**config.mk**
```make
export PLATFORM = sky130hd
export DESIGN_NAME = hpp_port
export DESIGN_NICKNAME = d
export VERILOG_FILES = /design/src/logic/hpp_pkg.sv /design/src/logic/hpp_port.sv
export SDC_FILE = /design/constraint.sdc
export NUM_CORES = 2
export LEC_CHECK = 0
export BUFFER_PORTS_ARGS = -buffer_cell sky130_fd_sc_hd__buf_4
export CORE_UTILIZATION = 30
export CTS_CLUSTER_DIAMETER = 80
export DETAILED_ROUTE_END_ITERATION = 16
export GPL_ROUTABILITY_DRIVEN = 0
export HOLD_SLACK_MARGIN = 0.1
export SLEW_MARGIN = 20
export SYNTH_ARGS = -nofsm -noshare
export SYNTH_HDL_FRONTEND = slang
export SYNTH_SLANG_ARGS = --single-unit
```
**constraint.sdc**
```tcl
create_clock -name ref_clk -period 7.75 [get_ports ref_clk]
set_clock_uncertainty 0.15 [all_clocks]
set_input_delay 0.775 -clock ref_clk [delete_from_list [all_inputs] [get_ports ref_clk]]
set_output_delay 0.775 -clock ref_clk [all_outputs]
set_load 0.01 [all_outputs]
```
**src/logic/hpp_pkg.sv**
```systemverilog
// constants and types for the host parallel register port
// assumes one 50 MHz clock, asynchronous active-low reset
// Operation
// timing select high: accesses timed by the host-supplied sync clock
// timing select low: accesses timed by the internal clock
// host supplies free-running square-wave sync clock in synchronous mode
// no access starts unless select is low; high select means idle
// selected with store strobe low: data written to addressed register
// selected with read strobe low: addressed register driven to host
// device asserts completion low when done; host waits for it
// board routes rate C reference to rate B input for access clock
// factory mode input held at ground for normal operation
// eight-bit direct address selects the register of each access
// eight-bit two-way data bus: host drives writes, device reads
// data driven only while selected and reading, released otherwise
// completion released high once the host deasserts select
package hpp_pkg;
    localparam int ADDR_W = 8;
    localparam int DATA_W = 8;
    localparam int REG_N  = 256;
    localparam logic [7:0] REG_RESET = 8'h00;
    // internal clock cycles an access takes in asynchronous mode
    localparam int ACC_NS   = 60;
    localparam int CLK_NS   = 20;
    localparam int ACC_CYC  = (ACC_NS + CLK_NS - 1) / CLK_NS;
    localparam logic [2:0] ACC_CYC3 = 3'(ACC_CYC);
    // two-bit access states; HPP_DONE to HPP_IDLE flips both bits
    typedef enum logic [1:0] {
        HPP_IDLE = 2'b00,
        HPP_WAIT = 2'b01,
        HPP_DONE = 2'b11
    } hpp_state_t;
endpackage

```
**src/logic/hpp_port.sv**
```systemverilog
// host parallel register port with an 8-bit register file
// assumes host pins are asynchronous to ref_clk; synced here
module hpp_port (
    input  wire logic                      ref_clk,
    input  wire logic                      rst_n,
    input  wire logic                      timingSel,
    input  wire logic                      hostSyncClk,
    input  wire logic                      selN,
    input  wire logic                      storeN,
    input  wire logic                      readN,
    input  wire logic [hpp_pkg::ADDR_W-1:0] addr,
    input  wire logic [hpp_pkg::DATA_W-1:0] dataIn,
    output logic      [hpp_pkg::DATA_W-1:0] dataOut,
    output logic                           dataOeN,
    output logic                           doneN
);
    import hpp_pkg::*;

    // two-flop synchronisers for all host pins
    logic [4:0] syncA_q, syncB_q;
    logic [ADDR_W-1:0] addrA_q, addrB_q;
    logic [DATA_W-1:0] dinA_q, dinB_q;
    always_ff @(posedge ref_clk or negedge rst_n) begin
        if (!rst_n) begin
            syncA_q <= 5'h1F;
            syncB_q <= 5'h1F;
            addrA_q <= 8'h00;
            addrB_q <= 8'h00;
            dinA_q  <= 8'h00;
            dinB_q  <= 8'h00;
        end else begin
            syncA_q <= {timingSel, hostSyncClk, selN, storeN, readN};
            syncB_q <= syncA_q;
            addrA_q <= addr;
            addrB_q <= addrA_q;
            dinA_q  <= dataIn;
            dinB_q  <= dinA_q;
        end
    end
    logic modeSync, pclk, sel, store, rd;
    assign modeSync = syncB_q[4];
    assign pclk     = syncB_q[3];
    assign sel      = ~syncB_q[2];
    assign store    = ~syncB_q[1];
    assign rd       = ~syncB_q[0];

    // host clock rising-edge detect, read from the second flop only
    logic pclkOld_q, pclkRise;
    always_ff @(posedge ref_clk or negedge rst_n) begin
        if (!rst_n) begin
            pclkOld_q <= 1'b1;
        end else begin
            pclkOld_q <= pclk;
        end
    end
    assign pclkRise = pclk & ~pclkOld_q;

    // host clock tick
    // internal tick
    logic tick;
    assign tick = modeSync ? pclkRise : 1'b1;

    hpp_state_t state_q, state_d;
    logic [2:0] cnt_q, cnt_d;
    logic [DATA_W-1:0] regs_q [REG_N];
    logic [DATA_W-1:0] rdata_q, rdata_d;
    logic doneN_q, doneN_d, oeN_q, oeN_d, wrEn;

    always_comb begin
        state_d = state_q;
        cnt_d   = cnt_q;
        rdata_d = rdata_q;
        doneN_d = doneN_q;
        oeN_d   = oeN_q;
        wrEn    = 1'b0;
        case (state_q)
            HPP_IDLE: begin
                // start only selected
                if (sel && (store || rd)) begin
                    state_d = HPP_WAIT;
                    cnt_d   = 3'd0;
                end
            end
            HPP_WAIT: begin
                if (!sel) begin
                    state_d = HPP_IDLE;
                end else if (tick) begin
                    cnt_d = cnt_q + 3'd1;
                    if (cnt_q + 3'd1 >= ACC_CYC3) begin
                        state_d = HPP_DONE;
                        // direct address
                        // store to register
                        wrEn    = store;
                        // read register
                        rdata_d = regs_q[addrB_q];
                        // completion asserted
                        doneN_d = 1'b0;
                    end
                end
            end
            HPP_DONE: begin
                // release on deselect
                if (!sel) begin
                    state_d = HPP_IDLE;
                    doneN_d = 1'b1;
                end
            end
            default: begin
                state_d = HPP_IDLE;
                doneN_d = 1'b1;
            end
        endcase
        // drive only when reading
        // device drives reads
        oeN_d = ~(sel && rd && state_d == HPP_DONE);
    end

    always_ff @(posedge ref_clk or negedge rst_n) begin
        if (!rst_n) begin
            state_q <= HPP_IDLE;
            cnt_q   <= 3'd0;
            rdata_q <= 8'h00;
            doneN_q <= 1'b1;
            oeN_q   <= 1'b1;
        end else begin
            state_q <= state_d;
            cnt_q   <= cnt_d;
            rdata_q <= rdata_d;
            doneN_q <= doneN_d;
            oeN_q   <= oeN_d;
        end
    end

    // register file, one generate entry per address
    for (genvar i = 0; i < REG_N; i++) begin : gReg
        always_ff @(posedge ref_clk or negedge rst_n) begin
            if (!rst_n) begin
                regs_q[i] <= REG_RESET;
            end else if (wrEn && addrB_q == 8'(i)) begin
                regs_q[i] <= dinB_q;
            end
        end
    end

    assign dataOut = rdata_q;
    assign dataOeN = oeN_q;
    assign doneN   = doneN_q;

    // host-edge count for the sync timing check
    logic [2:0] hostTicks_q, hostTicks_d;
    always_comb begin
        hostTicks_d = hostTicks_q;
        if (!sel) begin
            hostTicks_d = 3'h0;
        end else if (pclkRise && hostTicks_q != 3'h7) begin
            hostTicks_d = hostTicks_q + 3'h1;
        end
    end
    always_ff @(posedge ref_clk or negedge rst_n) begin
        if (!rst_n) begin
            hostTicks_q <= 3'h0;
        end else begin
            hostTicks_q <= hostTicks_d;
        end
    end
endmodule

```
Word-level counts from Yosys, hierarchy flattened
Cells that the tools add are included.
- add/sub/neg operators: 1
- order comparisons: 2
- muxes and demuxes: 23
- reduce and logical (&&, ||, !) cells: 266
- bitwise logic cells: 8
- equal/unequal tests: 263
- operators by type and width (cell ; count):
    $eq 8x8->1 const B ; 128
    $eq 8x7->1 const B ; 64
    $logic_and 1x1->1 ; 259
    $eq 8x6->1 const B ; 32
    $eq 8x5->1 const B ; 16
    $bmux 8 s8 ; 1
    $eq 8x4->1 const B ; 8
    $eq 8x3->1 const B ; 4
    $eq 8x2->1 const B ; 2
    $mux 8 ; 2
    $mux 2 ; 5
    $ne 2x2->1 const B ; 5
    $ge 9x9->1 const B ; 1
    $mux 1 ; 9
    $mux 3 ; 3
    $not 8->9 ; 1
    $eq 8x1->1 const B ; 1
    $logic_not 8->1 ; 1
    $reduce_and 4->1 ; 2
    $not 1->1 ; 6
    $pmux 2 s3 ; 1
    $pmux 3 s2 ; 1
    $reduce_and 5->1 ; 1
    $eq 2x2->1 const B ; 2
    8 further kinds ; 8
- logic and storage cells: 831
- register bits after elaboration: 2106
- input bits: 23
- output and inout port bits: 10

Depth between registers and ports, before layout
- depth after elaboration: 9
- gate-level depth with buffers: 12
- gate-level depth less buffers: 8

Worst setup path before layout
No wires, ideal clock.
- path kind: register to register
- start: reg addrB_q[0]
- end: reg rdata_q[1] (netlist: dataOut[1])
- slack: 4969 ps
- cell stages (with the launch flop): 12
- library setup time: 131 ps
- path buffers: 4
- clock period less this slack: 2781 ps
- data required time: 7469 ps
- arrival: 2500 ps
- cell sequence: dfrtp_1 buf_6 buf_6 buf_4 buf_2 mux4_2 a22oi_1 a21oi_1 nor4_1 nor2_1 o32ai_1 o21ai_1
- word-level cells in the longest chain between the ends: 4
- RTL lines (element ; line ; RTL):
    start: declaration ; hpp_port.sv:21 ; logic [ADDR_W-1:0] addrA_q, addrB_q;
    start signal: assignment ; hpp_port.sv:35 ; addrB_q <= addrA_q;
    $not 8->9 (not written as such) ; hpp_port.sv:95 ; rdata_d = regs_q[addrB_q];
    $bmux 8 s8 ; hpp_port.sv:95 ;
    $mux 8 (not written as such) (2 in a row) ; hpp_port.sv:95 ;
    end signal: assignment ; hpp_port.sv:128 ; rdata_q <= rdata_d;
    end: declaration ; hpp_port.sv:66 ; logic [DATA_W-1:0] rdata_q, rdata_d;
No other way between the ends. The select of a mux whose other input is x is not followed.
A chain may end at the register's enable or synchronous reset.

Worst setup path after layout
- start: reg addrB_q[1]
- end: reg rdata_q[4] (netlist: dataOut[4])
The elaborated chain is that of the path after synthesis.

==> results.toml <==
[finish]
final_cell_mix = "dfrtp_1, mux2_2, mux4_2, clkbuf_16, nand2_1"
num-fill-cells = 30100
register_area_um2 = 52800
nets = 6088
drive_gt1_share_pct = 49.7
finalNonFillerCells = 10400
syn2layout_area_growth_pct = 13.3
multi_input_area_um2 = 40900
layout_commonest_cell = "dfrtp_1"

[global_route]
track_usage_pct = 16.9
grt_pass1_vias = 58500
antenna_found_initial = 7
grt_pass1_wl_um = 409000
grt_max_degree = 196
overflow = 0

[timing]
timing_worst_slew_pin_value_ps = 1300
setup_slack_ps = 2980
final.period_utilization_pct = 61.6
setup_viol_count_final = 0
maxSlewHeadroom_pct = 12.4
period_minus_slack_ps = 4770
setup_tns_ps = 0
max_freq_mhz = 210
final-max-slew-violation-count = 0
hold_violations = 0
grt_setup_unrepaired = "false"

[drt]
drc_errors = 0
routed_via_density = 5.31
wl_met1_um = 120000
vias = 55300
top_layer = "met5"
first_pass_iters = 5
drt-wirelength-per-cell_um = 26.2
dr_wl_met3_um = 15000
wl_um = 272000
routed-wl-met2_um = 129000
ant_nets = 0
drtIter0Drc = 4614

[floorplanning]
die_area_um2 = 321000
core_um2 = 316000
io_pins = 33
rows = 206
die_w_um = 566
start_util_pct = 30.2
dieHeight_um = 566

[setup_path]
crit_fanout = 97
regToRegStartpoint = "addrB_q[1]"
crit_arrival_ps = 5380
start_kind = "flop"
rrSetupSlack_ps = 2980
reg2reg_to = "dataOut[4]"
crit_type = "reg2reg"
critPathCaptureType = "flop"
rr_worst_depth = 8
required_ps = 8360

[synthesis]
synth_edf_count = 0
ys.flop_type = "dfrtp_1"
syn_nets = 6134
synthCells = 6109
ys_types = 69
synthesis.area_um2 = 95600
async_flop_share_pct = 100
yosysSeqAreaShare_pct = 55.2
syn_avg_cell_area_um2 = 15.6
yosysWarnings = 0
ys_ff_latch = 2106

[place]
dp_cells = 9972
port_buffers = 32
hpwlAfterDp_um = 171000
dp_slack_ps = 3100

[pwr]
ir_worst_vdd_v = 0.000246
powerDensity_nw_per_um2 = 217
leakage_nw = 51.0

[clocking]
cts_setup_buffers = 0
ctsHtreeMaxLevel = 4
cts.sinks = 2106
cts_root_buf = "clkbuf_16"
cts_buffers = 225
clk_latency_ps = 880
cts_max_path_buffers = 3
cts_tree = "done"
clk_pin_slew_ps = 60

[worst_hold_path]
hold_path.startpoint = "addrA_q[1]"
hp-class = "reg2reg"
hold_depth = 0
whs_endpoint = "addrB_q[1]"

[job]
cap_viol_max_count = 0

[run_status]
outcome = "finished clean"
## cell usage after synthesis, types with 15 or more instances
cell / n / area [um^2]
o21ai_0: 22 / 110
buf_2: 94 / 470
o22ai_1: 59 / 369
nor2_1: 71 / 267
nor2_2: 54 / 338
nand2_1: 221 / 830
clkbuf_1: 289 / 1080
nand4_1: 15 / 93.8
dfrtp_1: 2093 / 52400
nand2_2: 46 / 288
a32oi_1: 25 / 219
nor3_1: 19 / 95.1
mux2_2: 1889 / 21300
mux4_2: 482 / 10900
mux2i_1: 140 / 1400
buf_4: 33 / 248
a22oi_1: 53 / 398
mux2_1: 163 / 1840
buf_1: 23 / 86.3
nand3_1: 25 / 125
nor2_4: 56 / 631
a21oi_1: 40 / 200
## flip-flops by register name, summed over array words and instances, names as in the netlist
register and cells:
regs_q 2048, addrA_q 8, addrB_q 8, dataOut 8, dinA_q 8, dinB_q 8
syncA_q 5, syncB_q 5, cnt_q 3, state_q 2, dataOeN 1, doneN 1
pclkOld_q 1
## how the worst max path moves through the flow
stage | slack, ps | from | cells after the start | endpoint
2_1_floorplan | 4970 | addrB_q[0] | 11 | dataOut[1]
3_3_place_gp | 2870 | addrB_q[0] | 6 | dataOut[2]
3_5_place_dp | 3100 | addrB_q[0] | 8 | dataOut[4]
4_1_cts | 3070 | addrB_q[0] | 8 | dataOut[4]
5_1_grt | 2930 | addrB_q[0] | 8 | dataOut[4]
6_report | 2980 | addrB_q[1] | 8 | dataOut[4]
## layer usage
metal  GRT usage [%]  vias to the layer above
li1                -                    22700
met1            23.3                    30600
met2            26.8                     1519
met3            2.92                      452
met4            5.95                        2
met5               0                        -
## per-stage QoR
step | hold slack [ps] | utilization [%] | total power (W) | instance area (um^2)
2_1_floorplan | 181 | - | 0.0120 | 95600
3_3_place_gp | 182 | 31.8 | 0.0127 | 100000
3_5_place_dp | 189 | 31.8 | 0.0127 | 100000
4_1_cts | 201 | 34.2 | 0.0237 | 108000
5_1_grt | 203 | 34.3 | 0.0242 | 108000
6_report | 198 | 34.3 | 0.0235 | 108000
## final cells by class
| type | count | area share [%] |
|---|---|---|
| flip-flops and latches | 2106 | 48.7 |
| multi-input cells | 3544 | 37.7 |
| clock buffers | 347 | 6.23 |
| well taps | 4160 | 4.81 |
| repair buffers | 180 | 1.67 |
| clock inverters | 69 | 0.791 |
| inverters | 6 | 0.0266 |
| diodes | 5 | 0.0116 |
## critical path: stages, from the launching register on
cell	delay [ps]
dfrtp_4	720
buf_12	580
buf_4	540
mux4_2	400
a22oi_1	330
a21oi_1	130
nor4_1	1010
o22ai_1	200
o32a_1	340
## cells by family after synthesis
group,share of synthesized area (%)
DFF,55.2
xor gates and xnor gates,0.00917
adders and majority gates,0.0262
AOI/OAI and AO/OA,2.08
and+or+nand+nor,3.35
buffers and inverters,2.16
muxes,37.2
## report_power, final
group          leakage [nW]  switching (W)  internal (W)
logic                  18.0       0.000886      0.000370
registers              29.3       0.000167        0.0111
clock network          3.74        0.00457       0.00638
## timing repair
| action | CTS | global route |
|---|---|---|
| gates resized for setup | 0 | 0 |
| endpoints found under the hold margin | 123 | 0 |
| hold buffers | 22 | 0 |
No activity file was read; power rests on OpenSTA's default activity.
